==> config.mk <==
export PLATFORM = sky130hd
export DESIGN_NAME = adt_ctrl
export DESIGN_NICKNAME = d
export VERILOG_FILES = /design/src/logic/adt_pkg.sv /design/src/logic/adt_ctrl.sv
export SDC_FILE = /design/constraint.sdc
export NUM_CORES = 1
export LEC_CHECK = 0
export ABC_AREA = 0
export BUFFER_PORTS_ARGS = -buffer_cell sky130_fd_sc_hd__buf_4
export CORE_MARGIN = 3
export CORE_UTILIZATION = 54
export CTS_BUF_LIST = sky130_fd_sc_hd__clkbuf_2 sky130_fd_sc_hd__clkbuf_4 sky130_fd_sc_hd__clkbuf_8
export CTS_CLUSTER_SIZE = 8
export DETAILED_ROUTE_END_ITERATION = 12
export PLACE_DENSITY = 0.93
export SYNTH_ARGS = -nofsm -noshare
export SYNTH_HDL_FRONTEND = slang
export SYNTH_SLANG_ARGS = --single-unit
==> constraint.sdc <==
create_clock -name clk_sys -period 2.3 [get_ports clk_sys]
set_clock_uncertainty 0.2 [all_clocks]
set_input_delay 0 -clock clk_sys [delete_from_list [all_inputs] [get_ports clk_sys]]
set_output_delay 0 -clock clk_sys [all_outputs]
set_load 0.01 [all_outputs]
==> src/logic/adt_pkg.sv <==
// Purpose: shared constants and types of the converter register block
// Assumes: apb with 32-bit data, one register per aligned word
// Notes:   offsets are byte addresses
package adt_pkg;

  localparam logic [11:0] OFS_CTRL0   = 12'h000;
  localparam logic [11:0] OFS_CTRL1   = 12'h004;
  localparam logic [11:0] OFS_RES_HI  = 12'h008;
  localparam logic [11:0] OFS_RES_LO  = 12'h00c;
  localparam logic [11:0] OFS_REFTEMP = 12'h010;
  localparam logic [11:0] OFS_IRQ_ST  = 12'h014;
  localparam logic [11:0] OFS_IRQ_MSK = 12'h018;
  localparam logic [11:0] OFS_SAMPLE  = 12'h01c;

  // converter_control_0 and control 1 fields
  localparam int unsigned CTL0_ON_BIT  = 0;
  localparam int unsigned CTL0_GO_BIT  = 1;
  localparam int unsigned CTL0_CHS_LSB = 2;
  localparam int unsigned CTL0_CHS_MSB = 6;
  localparam logic [7:0]  CTL0_WMASK   = 8'h7f;
  localparam logic [7:0]  CTL1_WMASK   = 8'hf7;
  localparam int unsigned CTL1_JUST_BIT = 7;

  // reference_and_temp_control fields
  localparam int unsigned REF_EN_BIT   = 7;
  localparam int unsigned REF_RDY_BIT  = 6;
  localparam int unsigned TS_EN_BIT    = 5;
  localparam int unsigned TS_RNG_BIT   = 4;
  localparam logic [7:0]  REF_WMASK    = 8'hbf;

  localparam logic [4:0]  CHAN_TEMP    = 5'h1d;
  localparam logic [7:0]  RESET_ZERO   = 8'h00;

  // conversion takes this many clk_sys cycles (bits plus sample)
  localparam int unsigned CONV_STEPS   = 11;
  localparam int unsigned REF_SETTLE   = 16;

  typedef struct packed {
    logic [7:0] ctrl0;
    logic [7:0] ctrl1;
    logic [7:0] refctl;
  } adt_cfg_s;

  typedef enum logic [1:0] {
    ADT_IDLE,
    ADT_CONV,
    ADT_LOAD
  } adt_state_e;

endpackage

==> src/logic/adt_ctrl.sv <==
// Purpose: register side of a 10-bit converter with on-die temperature indicator
// Assumes: conversion data arrives on an analog-front-end sample port
// Notes:   result bytes have no reset, keeping contents across resets
//
// Local design decisions: register access over APB and the register addresses.
module adt_ctrl
  import adt_pkg::*;
(
  input  wire logic        clk_sys,
  input  wire logic        nrst,
  input  wire logic        psel,
  input  wire logic        penable,
  input  wire logic        pwrite,
  input  wire logic [11:0] paddr,
  input  wire logic [31:0] pwdata,
  output logic      [31:0] prdata,
  output logic             pready,
  output logic             pslverr,
  input  wire logic [9:0]  conversion_sample,
  output logic      [4:0]  channel_select,
  output logic             temp_mux_select,
  output logic             temp_sense_power,
  output logic             temp_sense_high_range,
  output logic             converter_power,
  output logic             sample_hold,
  output logic             irq
);

  logic        rst_meta_q;
  logic        rst_sync_q;
  adt_cfg_s    cfg_q;
  logic [7:0]  res_hi_q;
  logic [7:0]  res_lo_q;
  logic [1:0]  irq_st_q;
  logic [1:0]  irq_msk_q;
  logic        ref_rdy_q;
  logic [4:0]  settle_q;
  logic [3:0]  step_q;
  adt_state_e  state_q;
  logic        wr_en;
  logic        rd_en;
  logic        done_pulse;
  logic        go_set;
  logic        hit;
  logic [31:0] rd_data;
  logic [31:0] prdata_q;

  function automatic logic is_reg(input logic [11:0] a, input logic [11:0] o);
    return a == o;
  endfunction

  // reset release through two flops
  always_ff @(posedge clk_sys or negedge nrst) begin
    if (!nrst) begin
      rst_meta_q <= 1'b0;
      rst_sync_q <= 1'b0;
    end else begin
      rst_meta_q <= 1'b1;
      rst_sync_q <= rst_meta_q;
    end
  end

  assign wr_en   = psel && penable && pwrite;
  assign rd_en   = psel && !pwrite;
  assign pready  = 1'b1;
  assign hit     = is_reg(paddr, OFS_CTRL0) || is_reg(paddr, OFS_CTRL1) ||
                   is_reg(paddr, OFS_RES_HI) || is_reg(paddr, OFS_RES_LO) ||
                   is_reg(paddr, OFS_REFTEMP) || is_reg(paddr, OFS_IRQ_ST) ||
                   is_reg(paddr, OFS_IRQ_MSK) || is_reg(paddr, OFS_SAMPLE);
  assign pslverr = psel && penable && !hit;
  assign go_set  = wr_en && is_reg(paddr, OFS_CTRL0) && pwdata[CTL0_GO_BIT] &&
                   pwdata[CTL0_ON_BIT] && state_q == ADT_IDLE;
  assign done_pulse = state_q == ADT_LOAD;

  // configuration registers; go cleared by hardware at load
  always_ff @(posedge clk_sys or negedge rst_sync_q) begin
    if (!rst_sync_q) begin
      cfg_q <= '{ctrl0: RESET_ZERO, ctrl1: RESET_ZERO, refctl: RESET_ZERO};
    end else begin
      if (wr_en && is_reg(paddr, OFS_CTRL0)) begin
        cfg_q.ctrl0 <= pwdata[7:0] & CTL0_WMASK;
        if (state_q != ADT_IDLE) begin
          // go may only stay set while on stays set and no load is ending
          cfg_q.ctrl0[CTL0_GO_BIT] <= pwdata[CTL0_GO_BIT] && pwdata[CTL0_ON_BIT] &&
                                      !done_pulse;
        end else begin
          cfg_q.ctrl0[CTL0_GO_BIT] <= go_set;
        end
      end else if (done_pulse) begin
        cfg_q.ctrl0[CTL0_GO_BIT] <= 1'b0;
      end
      if (wr_en && is_reg(paddr, OFS_CTRL1)) begin
        cfg_q.ctrl1 <= pwdata[7:0] & CTL1_WMASK;
      end
      if (wr_en && is_reg(paddr, OFS_REFTEMP)) begin
        cfg_q.refctl <= pwdata[7:0] & REF_WMASK;
      end
    end
  end

  // conversion sequencer; clearing go aborts a running conversion
  always_ff @(posedge clk_sys or negedge rst_sync_q) begin
    if (!rst_sync_q) begin
      state_q <= ADT_IDLE;
      step_q  <= '0;
    end else begin
      unique case (state_q)
        ADT_IDLE: begin
          step_q <= '0;
          if (go_set) begin
            state_q <= ADT_CONV;
          end
        end
        ADT_CONV: begin
          if (!cfg_q.ctrl0[CTL0_GO_BIT] || !cfg_q.ctrl0[CTL0_ON_BIT]) begin
            state_q <= ADT_IDLE;
          end else if (step_q == 4'(CONV_STEPS - 1)) begin
            state_q <= ADT_LOAD;
          end else begin
            step_q <= step_q + 4'h1;
          end
        end
        ADT_LOAD: begin
          state_q <= ADT_IDLE;
        end
      endcase
    end
  end

  // result bytes: no reset, so contents survive any reset
  always_ff @(posedge clk_sys) begin
    if (done_pulse) begin
      if (cfg_q.ctrl1[CTL1_JUST_BIT]) begin
        res_hi_q <= {6'h00, conversion_sample[9:8]};
        res_lo_q <= conversion_sample[7:0];
      end else begin
        res_hi_q <= conversion_sample[9:2];
        res_lo_q <= {conversion_sample[1:0], 6'h00};
      end
    end else begin
      if (wr_en && is_reg(paddr, OFS_RES_HI)) begin
        res_hi_q <= pwdata[7:0];
      end
      if (wr_en && is_reg(paddr, OFS_RES_LO)) begin
        res_lo_q <= pwdata[7:0];
      end
    end
  end

  // fixed reference ready after a settle count
  always_ff @(posedge clk_sys or negedge rst_sync_q) begin
    if (!rst_sync_q) begin
      settle_q  <= '0;
      ref_rdy_q <= 1'b0;
    end else if (!cfg_q.refctl[REF_EN_BIT]) begin
      settle_q  <= '0;
      ref_rdy_q <= 1'b0;
    end else if (settle_q == 5'(REF_SETTLE - 1)) begin
      ref_rdy_q <= 1'b1;
    end else begin
      settle_q <= settle_q + 5'h01;
    end
  end

  // sticky status: bit0 conversion done, bit1 reference ready; set wins
  always_ff @(posedge clk_sys or negedge rst_sync_q) begin
    if (!rst_sync_q) begin
      irq_st_q  <= '0;
      irq_msk_q <= '0;
    end else begin
      if (wr_en && is_reg(paddr, OFS_IRQ_MSK)) begin
        irq_msk_q <= pwdata[1:0];
      end
      irq_st_q[0] <= done_pulse ||
                     (irq_st_q[0] && !(wr_en && is_reg(paddr, OFS_IRQ_ST) && pwdata[0]));
      irq_st_q[1] <= (cfg_q.refctl[REF_EN_BIT] && !ref_rdy_q &&
                      settle_q == 5'(REF_SETTLE - 1)) ||
                     (irq_st_q[1] && !(wr_en && is_reg(paddr, OFS_IRQ_ST) && pwdata[1]));
    end
  end

  assign irq = |(irq_st_q & irq_msk_q);

  // read mux, captured in the setup cycle so prdata comes from a flop
  always_comb begin
    rd_data = '0;
    unique case (1'b1)
      is_reg(paddr, OFS_CTRL0):   rd_data[7:0] = cfg_q.ctrl0;
      is_reg(paddr, OFS_CTRL1):   rd_data[7:0] = cfg_q.ctrl1;
      is_reg(paddr, OFS_RES_HI):  rd_data[7:0] = res_hi_q;
      is_reg(paddr, OFS_RES_LO):  rd_data[7:0] = res_lo_q;
      is_reg(paddr, OFS_REFTEMP): begin
        rd_data[7:0] = cfg_q.refctl;
        rd_data[REF_RDY_BIT] = ref_rdy_q;
      end
      is_reg(paddr, OFS_IRQ_ST):  rd_data[1:0] = irq_st_q;
      is_reg(paddr, OFS_IRQ_MSK): rd_data[1:0] = irq_msk_q;
      is_reg(paddr, OFS_SAMPLE):  rd_data[CTL0_ON_BIT] = state_q != ADT_IDLE;
      default:                    rd_data = '0;
    endcase
  end

  // held through the access phase, zero outside reads
  always_ff @(posedge clk_sys or negedge rst_sync_q) begin
    if (!rst_sync_q) begin
      prdata_q <= '0;
    end else if (rd_en && !penable) begin
      prdata_q <= rd_data;
    end else if (!(psel && penable)) begin
      prdata_q <= '0;
    end
  end

  assign prdata = prdata_q;

  assign channel_select        = cfg_q.ctrl0[CTL0_CHS_MSB:CTL0_CHS_LSB];
  assign temp_mux_select       = channel_select == CHAN_TEMP;
  assign temp_sense_power      = cfg_q.refctl[TS_EN_BIT];
  assign temp_sense_high_range = cfg_q.refctl[TS_RNG_BIT];
  assign converter_power       = cfg_q.ctrl0[CTL0_ON_BIT];
  assign sample_hold           = state_q != ADT_IDLE;

endmodule

### Yosys cells after proc, flatten, opt, wreduce, memory -nomap -nowiden

Index checks and enable logic that the tools add are counted.
W data, S select, Z words.

| word-level totals | value |
|---|---|
| register bits | 87 |
| input port bits | 59 |
| output and inout port bits | 45 |
| word-level logic and storage cells | 114 |

| operators by class | value |
|---|---|
| add/subtract/negate cells | 2 |
| equality and inequality tests | 19 |
| mux-type cells | 25 |
| bitwise gates (word level) | 1 |
| reduce and logical (&&, ||, !) cells | 52 |

Operators by type and width:

| operator | number |
|---|---|
| $mux W32 | 2 |
| $eq A12 B5 Y1 const B | 4 |
| $mux W8 | 6 |
| $pmux W6 S5 | 1 |
| $eq A12 B4 Y1 const B | 2 |
| $logic_and A1 B1 Y1 | 23 |
| $eq A12 B3 Y1 const B | 1 |
| $logic_not A12 Y1 | 1 |
| $logic_or A1 B1 Y1 | 10 |
| $mux W5 | 2 |
| $ne A2 B2 Y1 const B | 5 |
| $reduce_bool A2 Y1 | 5 |
| $logic_not A1 Y1 | 9 |
| $mux W4 | 2 |
| $pmux W1 S8 | 1 |
| $pmux W4 S2 | 1 |
| $pmux W1 S7 | 1 |
| $mux W2 | 3 |
| $pmux W2 S3 | 1 |
| $add A5 B1 Y5 const B | 1 |
| $eq A5 B4 Y1 const B | 1 |
| $eq A5 B5 Y1 const B | 1 |
| $mux W1 | 5 |
| $add A4 B1 Y4 const B | 1 |
| other kinds (10) | 10 |

### Logic depth before layout (Yosys ltp)

Gate-level depths: netlist (run 1).

| depth | value |
|---|---|
| word-level depth | 10 |
| mapped depth | 7 |
| gate-level depth less buffers | 6 |

### Worst setup path after synthesis (run 1)

No wires, ideal clock.

| timing | value |
|---|---|
| kind | register to register |
| start | register settle_q[0] |
| end | register settle_q[3] |
| library setup time | 119 ps |
| data arrival time | 1558 ps |
| required time | 1981 ps |
| setup slack | 423 ps |
| cell stages (with the launch flop) | 8 |
| path buffers | 1 |
| clock period less this slack | 1877 ps |
| path through | dfrtp_1 > ha_1 > and3_1 > ha_1 > clkbuf_1 > nand4b_1 > xnor2_1 > and2_1 |

| on the way | value |
|---|---|
| longest elaborated chain between the ends | 3 |
| elaborated cells on any way between the ends | 5 |
| classes of those cells | 1 x add/sub; 2 x eq/ne; 2 x mux |

Ends and longest elaborated chain:

| item | line | RTL |
|---|---|---|
| from (decl) | adt_ctrl.sv:37 | `logic [4:0] settle_q;` |
| from (signal assigned) | adt_ctrl.sv:161 | `settle_q <= settle_q + 5'h01;` |
| $add A5 B1 Y5 | adt_ctrl.sv:161 |  |
| $mux W5 | adt_ctrl.sv:158 | `end else if (settle_q == 5'(REF_SETTLE - 1)) begin` |
| $mux W5 | adt_ctrl.sv:155 | `end else if (!cfg_q.refctl[REF_EN_BIT]) begin` |

Several ways; a longest one is shown, not always the timed one. The select of a mux whose other input is x is not followed.
A chain may end at the register's enable or synchronous reset.

### Worst setup path after layout (run 1)

| timing | value |
|---|---|
| start | input port paddr[4] |
| end | register res_lo_q[2] (enable) |

| on the way | value |
|---|---|
| longest elaborated chain between the ends | 3 |

Ends and longest elaborated chain:

| item | line | RTL |
|---|---|---|
| from (decl) | adt_ctrl.sv:14 | `input wire logic [11:0] paddr,` |
| $eq A12 B4 Y1 | adt_ctrl.sv:49 | `return a == o;` |
| $logic_and A1 B1 Y1 | adt_ctrl.sv:144 | `if (wr_en && is_reg(paddr, OFS_RES_LO)) begin` |
| $reduce_bool A2 Y1 (no line) | n/a |  |
| to (signal assigned) | adt_ctrl.sv:135 | `res_lo_q <= conversion_sample[7:0];` |
| to (signal assigned) | adt_ctrl.sv:138 | `res_lo_q <= {conversion_sample[1:0], 6'h00};` |
| to (signal assigned) | adt_ctrl.sv:145 | `res_lo_q <= pwdata[7:0];` |
| to (decl) | adt_ctrl.sv:33 | `logic [7:0] res_lo_q;` |

Every way passes these cells.

==> impl_metrics.ini, run 1 <==
[pwr]
p_per_area_nw_per_um2 = 659
clkPwrFrac_pct = 29.7
seqPwrFrac_pct = 46.1
power_frac_comb_pct = 24.2
p_switching_uw = 889
p_sw_share_pct = 31.2
max-vdd-ir-drop_uv = 408
p_int_uw = 1960
p_leak_uw = 0.00202

[clocking]
htreeDepth = 3
root_buffer = clkbuf_8
cts.sinks = 63
post_cts_resized = 0
post_cts_buffers = 0
clk_pin_slew_ns = 0.07
worstSkewPairLatency_ns = 0.35
cts_buffers = 9
cts_tree = yes
cts_buffer_depth = 2

[worst_setup_path]
reg2reg_depth = 6
endpoint = res_lo_q[2]
cp-start-kind = input port
required_ns = 2.10
regToRegStartpoint = settle_q[0]
arrival_ns = 1.79
r2r_end = settle_q[3]
worstSetupEndpointType = register
crit_fanout = 12
startpoint = paddr[4]
path_class = in -> reg
regToRegSetupSlack_ns = 0.37

[layout]
nets = 459
layout_commonest_cell = buf_4
fillers = 457
syn_to_final_growth_pct = 21.0
layout_common_cells = buf_4, dfrtp_1, dlygate4sd3_1
fin_util_pct = 67.8
register_area_um2 = 1660
drive_gt1_share_pct = 28.9
final_area_um2 = 4330
final_cells = 475
num_antenna_cells = 0
multi_input_area_um2 = 1660

[place]
place.gp.congestion = 0.847
dp.final_hpwl_um = 5760
port_buffers = 54
pre_cts_slack_ns = 0.390
place_area_um2 = 3880
dpl.cell_count = 431

[timing]
finalWorstSetupSlack_ns = 0.312
finalCritPeriodShare_pct = 86.4
setup_tns_ns = 0
layout_min_cycle_time_ns = 1.99
rsz0062_at_grt = false
slew-limit-headroom_pct = 60.4
setup_viol = 0
finalHoldViolCount = 0
final_max_slew_viol_count = 0
clock.fmax_mhz = 503
tightestPinTransition_ns = 0.595

[yosys]
synth_area_um2 = 3570
async_flop_share_pct = 74.6
ys_seq_area_share_pct = 46.3
synth_ff_type = dfrtp_1
avgSynthCellArea_um2 = 11.3
synthCells = 317
ys.warnings.count = 0
synth_edf_count = 16
synth_cell_type_count = 57
synth_seq_cells = 63

[outcome]
status = completed

[floorplan]
io_pins = 104
dieArea_um2 = 7630
die_h_um = 87.4
initial_core_util_pct = 56.0
row_count = 29
core_region_area_um2 = 6390
dieWidth_um = 87.4

[global_routing]
antenna_found_initial = 0
overflow = 0
grt_start_max_net_pins = 46
groute.usage.overall_pct = 23.5
grt_pass1_vias = 2810
grt_pass1_wl_um = 13800

[detailed_routing]
viasPerCell = 5.83
wl_per_cell_um = 18.5
drt_wl_total_um = 8800
first_pass_iters = 5
vias = 2771
drc = 0
ant_nets = 0
drtIter0Drc = 280

[worst_hold_path]
hp-start = paddr[6]
hp-class = in -> reg

[run]
cap_viol_max_count = 0
## layout make-up
cell class | count | share of cell area, %
Inverter | 10 | 0.868
Clock inverter | 6 | 0.868
Timing Repair Buffer | 85 | 16.4
Multi-Input combinational cell | 224 | 38.3
Tap cell | 77 | 2.23
Sequential cell | 63 | 38.3
Clock buffer | 10 | 3.04
## cells in the mapped netlist (3+ instances only)
master    number  area share (%)
nand2_1       22             2.3
ha_1           7             2.5
o21ai_0       17             2.4
buf_2          3            0.42
and3_1         4            0.70
a22o_1         3            0.74
dfrtp_1       47              33
nor2b_1        8             1.4
mux4_2         3             1.9
nand4_1        5            0.88
nand2b_1       3            0.53
edfxtp_1      16              13
mux2_4         7             2.9
and2_1         9             1.6
nand3_1        7            0.98
buf_4         32             6.7
a21oi_1        7            0.98
inv_1         10             1.1
mux2_2        17             5.4
xnor2_1        3            0.74
a21o_1         9             1.9
a22oi_1        5             1.1
clkbuf_1       6            0.63
mux2i_1       12             3.4
nor2_1        13             1.4
## cell families after synthesis
group	Yosys count	share of synthesized area (%)
AND/OR/NAND/NOR	91	15.8
flip-flops	63	46.3
AO/OA/AOI/OAI	56	10.6
buffers and inverters	54	9.80
multiplexers	39	13.5
adder cells (fa/ha/maj)	7	2.45
XOR/XNOR	5	1.23
other	2	0.210
## through the flow
step                power [uW]  hold slack, ns
floorplan                 1770          -0.496
global placement          1920          -0.417
detailed placement        1950          -0.417
CTS                       2820          0.0116
global route              2970          0.0438
finish                    2850          0.0316
## worst max-delay path, stage by stage
cell and delay [ns]:
dlygate4sd3_1 0.54, buf_4 0.19, inv_1 0.23, and4_2 0.39, a41o_1 0.44
## registers in the layout, indices dropped and copies added, names as in the netlist, 2 cells and up
register and count:
res_hi_q 8, state_q 2, res_lo_q 8, channel_select 5, irq_st_q 2, irq_msk_q 2
settle_q 5, step_q 4, cfg_q 13, prdata 8
## per-layer routing
metal / vias up / share of wire [%] / track usage, % / routed length [um]
met4: 0 / 2.5 / 9.34 / 216
met5: - / 0 / 0 / 0
met1: 1352 / 39 / 28.3 / 3440
met3: 31 / 8.6 / 7.57 / 753
met2: 155 / 50 / 39.1 / 4390
li1: 1233 / - / - / -
## worst min-delay path by stage
stage                      endpoint  slack (ns)  cells after the start
floorplan                rst_meta_q       -0.50                      0
global placement         rst_meta_q       -0.42                      1
detailed placement       rst_meta_q       -0.42                      1
CTS                 converter_power        0.01                      5
global route            irq_st_q[1]        0.04                      5
finish              converter_power        0.03                      5
## power groups by stage
stage	registers [uW]	clock network, uW	logic [uW]
floorplan	1330	0	436
global placement	1330	0	588
detailed placement	1330	0	621
CTS	1310	840	667
global route	1320	898	746
finish	1310	846	691
## timing repair
item,in CTS,in global routing
hold endpoints to repair,51,0
setup endpoints to repair,0,0
hold buffers,28,0
Note: power is estimated with default switching activity, not from simulation.
==> run 2: changes to the inputs <==
PLACE_DENSITY = 0.83   (was 0.93)
==> impl_metrics.ini, run 2 (synthesized netlist as in run 1, its figures left out) <==
[pwr]
p_leak_uw = 0.00206
p_sw_share_pct = 28.0
p_switching_uw = 864
total_power_uw = 3090
power_frac_comb_pct = 22.2
clkPwrFrac_pct = 35.3
p_per_area_nw_per_um2 = 704
seqPwrFrac_pct = 42.5
p_int_uw = 2230
max-vdd-ir-drop_uv = 497

[layout]
num_antenna_cells = 0
layout_commonest_cell = buf_4
nets = 460
layout_common_cells = buf_4, dfrtp_1, dlygate4sd3_1
largest_register_ffs = 13
drive_gt1_share_pct = 28.8
syn_to_final_growth_pct = 22.8
regMostFlops = cfg_q

[worst_setup_path]
critPathMaxStageDelay_ns = 0.40
crit_path_top_delay_cell = dfrtp_1
worstSetupEndpointType = register
cp-start-kind = register
regToRegStartpoint = state_q[1]
reg2reg_depth = 6
crit_fanout = 8
crit_path_cell_trace = inv_1, ha_1, and3_1, nand2_1, mux2i_1, nor4b_2
regToRegSetupSlack_ns = 0.31
path_class = reg -> reg
required_ns = 2.34
r2r_end = state_q[0]
arrival_ns = 2.03

[place]
place.gp.congestion = 0.871
port_buffers = 54
dp.final_hpwl_um = 5790

[worst_hold_path]
hp-class = in -> reg
min_delay_path_depth = 5
hold_path_end = irq_st_q[0]
hp-start = paddr[10]

[floorplan]
dieWidth_um = 87.4
dieArea_um2 = 7630
initial_core_util_pct = 56.0
row_count = 29
io_pins = 104
die_h_um = 87.4
core_region_area_um2 = 6390

[clocking]
cts.sinks = 63
cts_tree = yes
worstSkewPairLatency_ns = 0.34
post_cts_buffers = 0
root_buffer = clkbuf_8
cts_buffer_depth = 2
htreeDepth = 3
clk_pin_slew_ns = 0.07
cts_buffers = 9

[global_routing]
antenna_found_initial = 0
grt_pass1_wl_um = 13700
groute.usage.overall_pct = 23.4
overflow = 0
grt_pass1_vias = 2823
grt_start_max_net_pins = 46

[detailed_routing]
wl_per_cell_um = 18.1
vias = 2771
ant_nets = 0
drtIter0Drc = 295
viasPerCell = 5.82
drc = 0
first_pass_iters = 4
drt_wl_total_um = 8600

[timing]
setup_tns_ns = 0
rsz0062_at_grt = false
clock.fmax_mhz = 502
setup_viol = 0
finalCritPeriodShare_pct = 86.6
tightestPinTransition_ns = 0.584
finalHoldViolCount = 0
final_max_slew_viol_count = 0
slew-limit-headroom_pct = 61.1
layout_min_cycle_time_ns = 1.99

[outcome]
status = completed

[run]
cap_viol_max_count = 0
run 2: cell types whose count changed in the layout (fill, tap and decap cells not counted):
cell           change
clkinvlp_4         -3
bufinv_16          +2
clkbuf_4           +1
clkbuf_8           +1
clkinv_2           -1
dlygate4sd3_1      +1
run 2: critical path, delay by kind of cell, from the launching register on:
kind	cells	cell delay, ns
buf+inv	1	0.09
mux	1	0.20
simple gates	3	0.79
fa+ha+maj	1	0.21
flops	1	0.40
run 2: what timing repair did:
item	4_1_cts	5_1_grt
hold buffers	29	0
gates resized for setup	0	0
hold endpoints to repair	50	0
run 2: area by class of cell:
cell class / instances / area (um^2)
multi-input combinational: 224 / 1660
tap: 77 / 96.3
fill: 443 / 2000
inverter: 10 / 37.5
sequential: 63 / 1660
clock buffer: 12 / 153
timing repair buffer: 86 / 718
clock inverter: 4 / 70.1
run 2: stage by stage:
| stage | std cells | setup WS [ns] | util, % | cell area, um^2 | hold slack (ns) |
|---|---|---|---|---|---|
| finish | 476 | 0.309 | 68.8 | 4390 | 0.0182 |
| global route | 476 | 0.142 | 68.8 | 4390 | 0.0548 |
| CTS | 476 | 0.331 | 68.8 | 4390 | 0.0139 |
| detailed placement | 431 | 0.375 | 60.7 | 3880 | -0.415 |
| global placement | 431 | 0.427 | 60.7 | 3880 | -0.418 |
| floorplan | 341 | 0.423 | - | 3660 | -0.496 |
run 2: routing by layer:
metal  GRT usage (%)  part of all wire (%)  vias up
met4            11.3                   2.8        0
met3            4.92                   7.7       28
met2            38.2                    49      142
met1            29.5                    40     1360
met5               0                     0        -
li1                -                     -     1241
run 2: worst max-delay path by stage:
stage	depth (start not counted)	to	from	slack (ns)
after CTS	6	state_q[0]	state_q[1]	0.33
final	6	state_q[0]	state_q[1]	0.31
after detailed placement	6	state_q[0]	state_q[1]	0.38
after global placement	4	res_lo_q[2]	paddr[9]	0.43
after floorplan	7	settle_q[3]	settle_q[0]	0.42
after global routing	5	res_hi_q[7]	state_q[0]	0.14
run 2: power by group through the flow:
| stage | Clock, uW | Sequential, uW | Combinational (uW) |
|---|---|---|---|
| 2_1_floorplan | 0 | 1330 | 436 |
| 3_3_place_gp | 0 | 1330 | 597 |
| 4_1_cts | 1090 | 1310 | 676 |
| 3_5_place_dp | 0 | 1330 | 631 |
| 6_report | 1090 | 1310 | 687 |
| 5_1_grt | 1150 | 1320 | 751 |
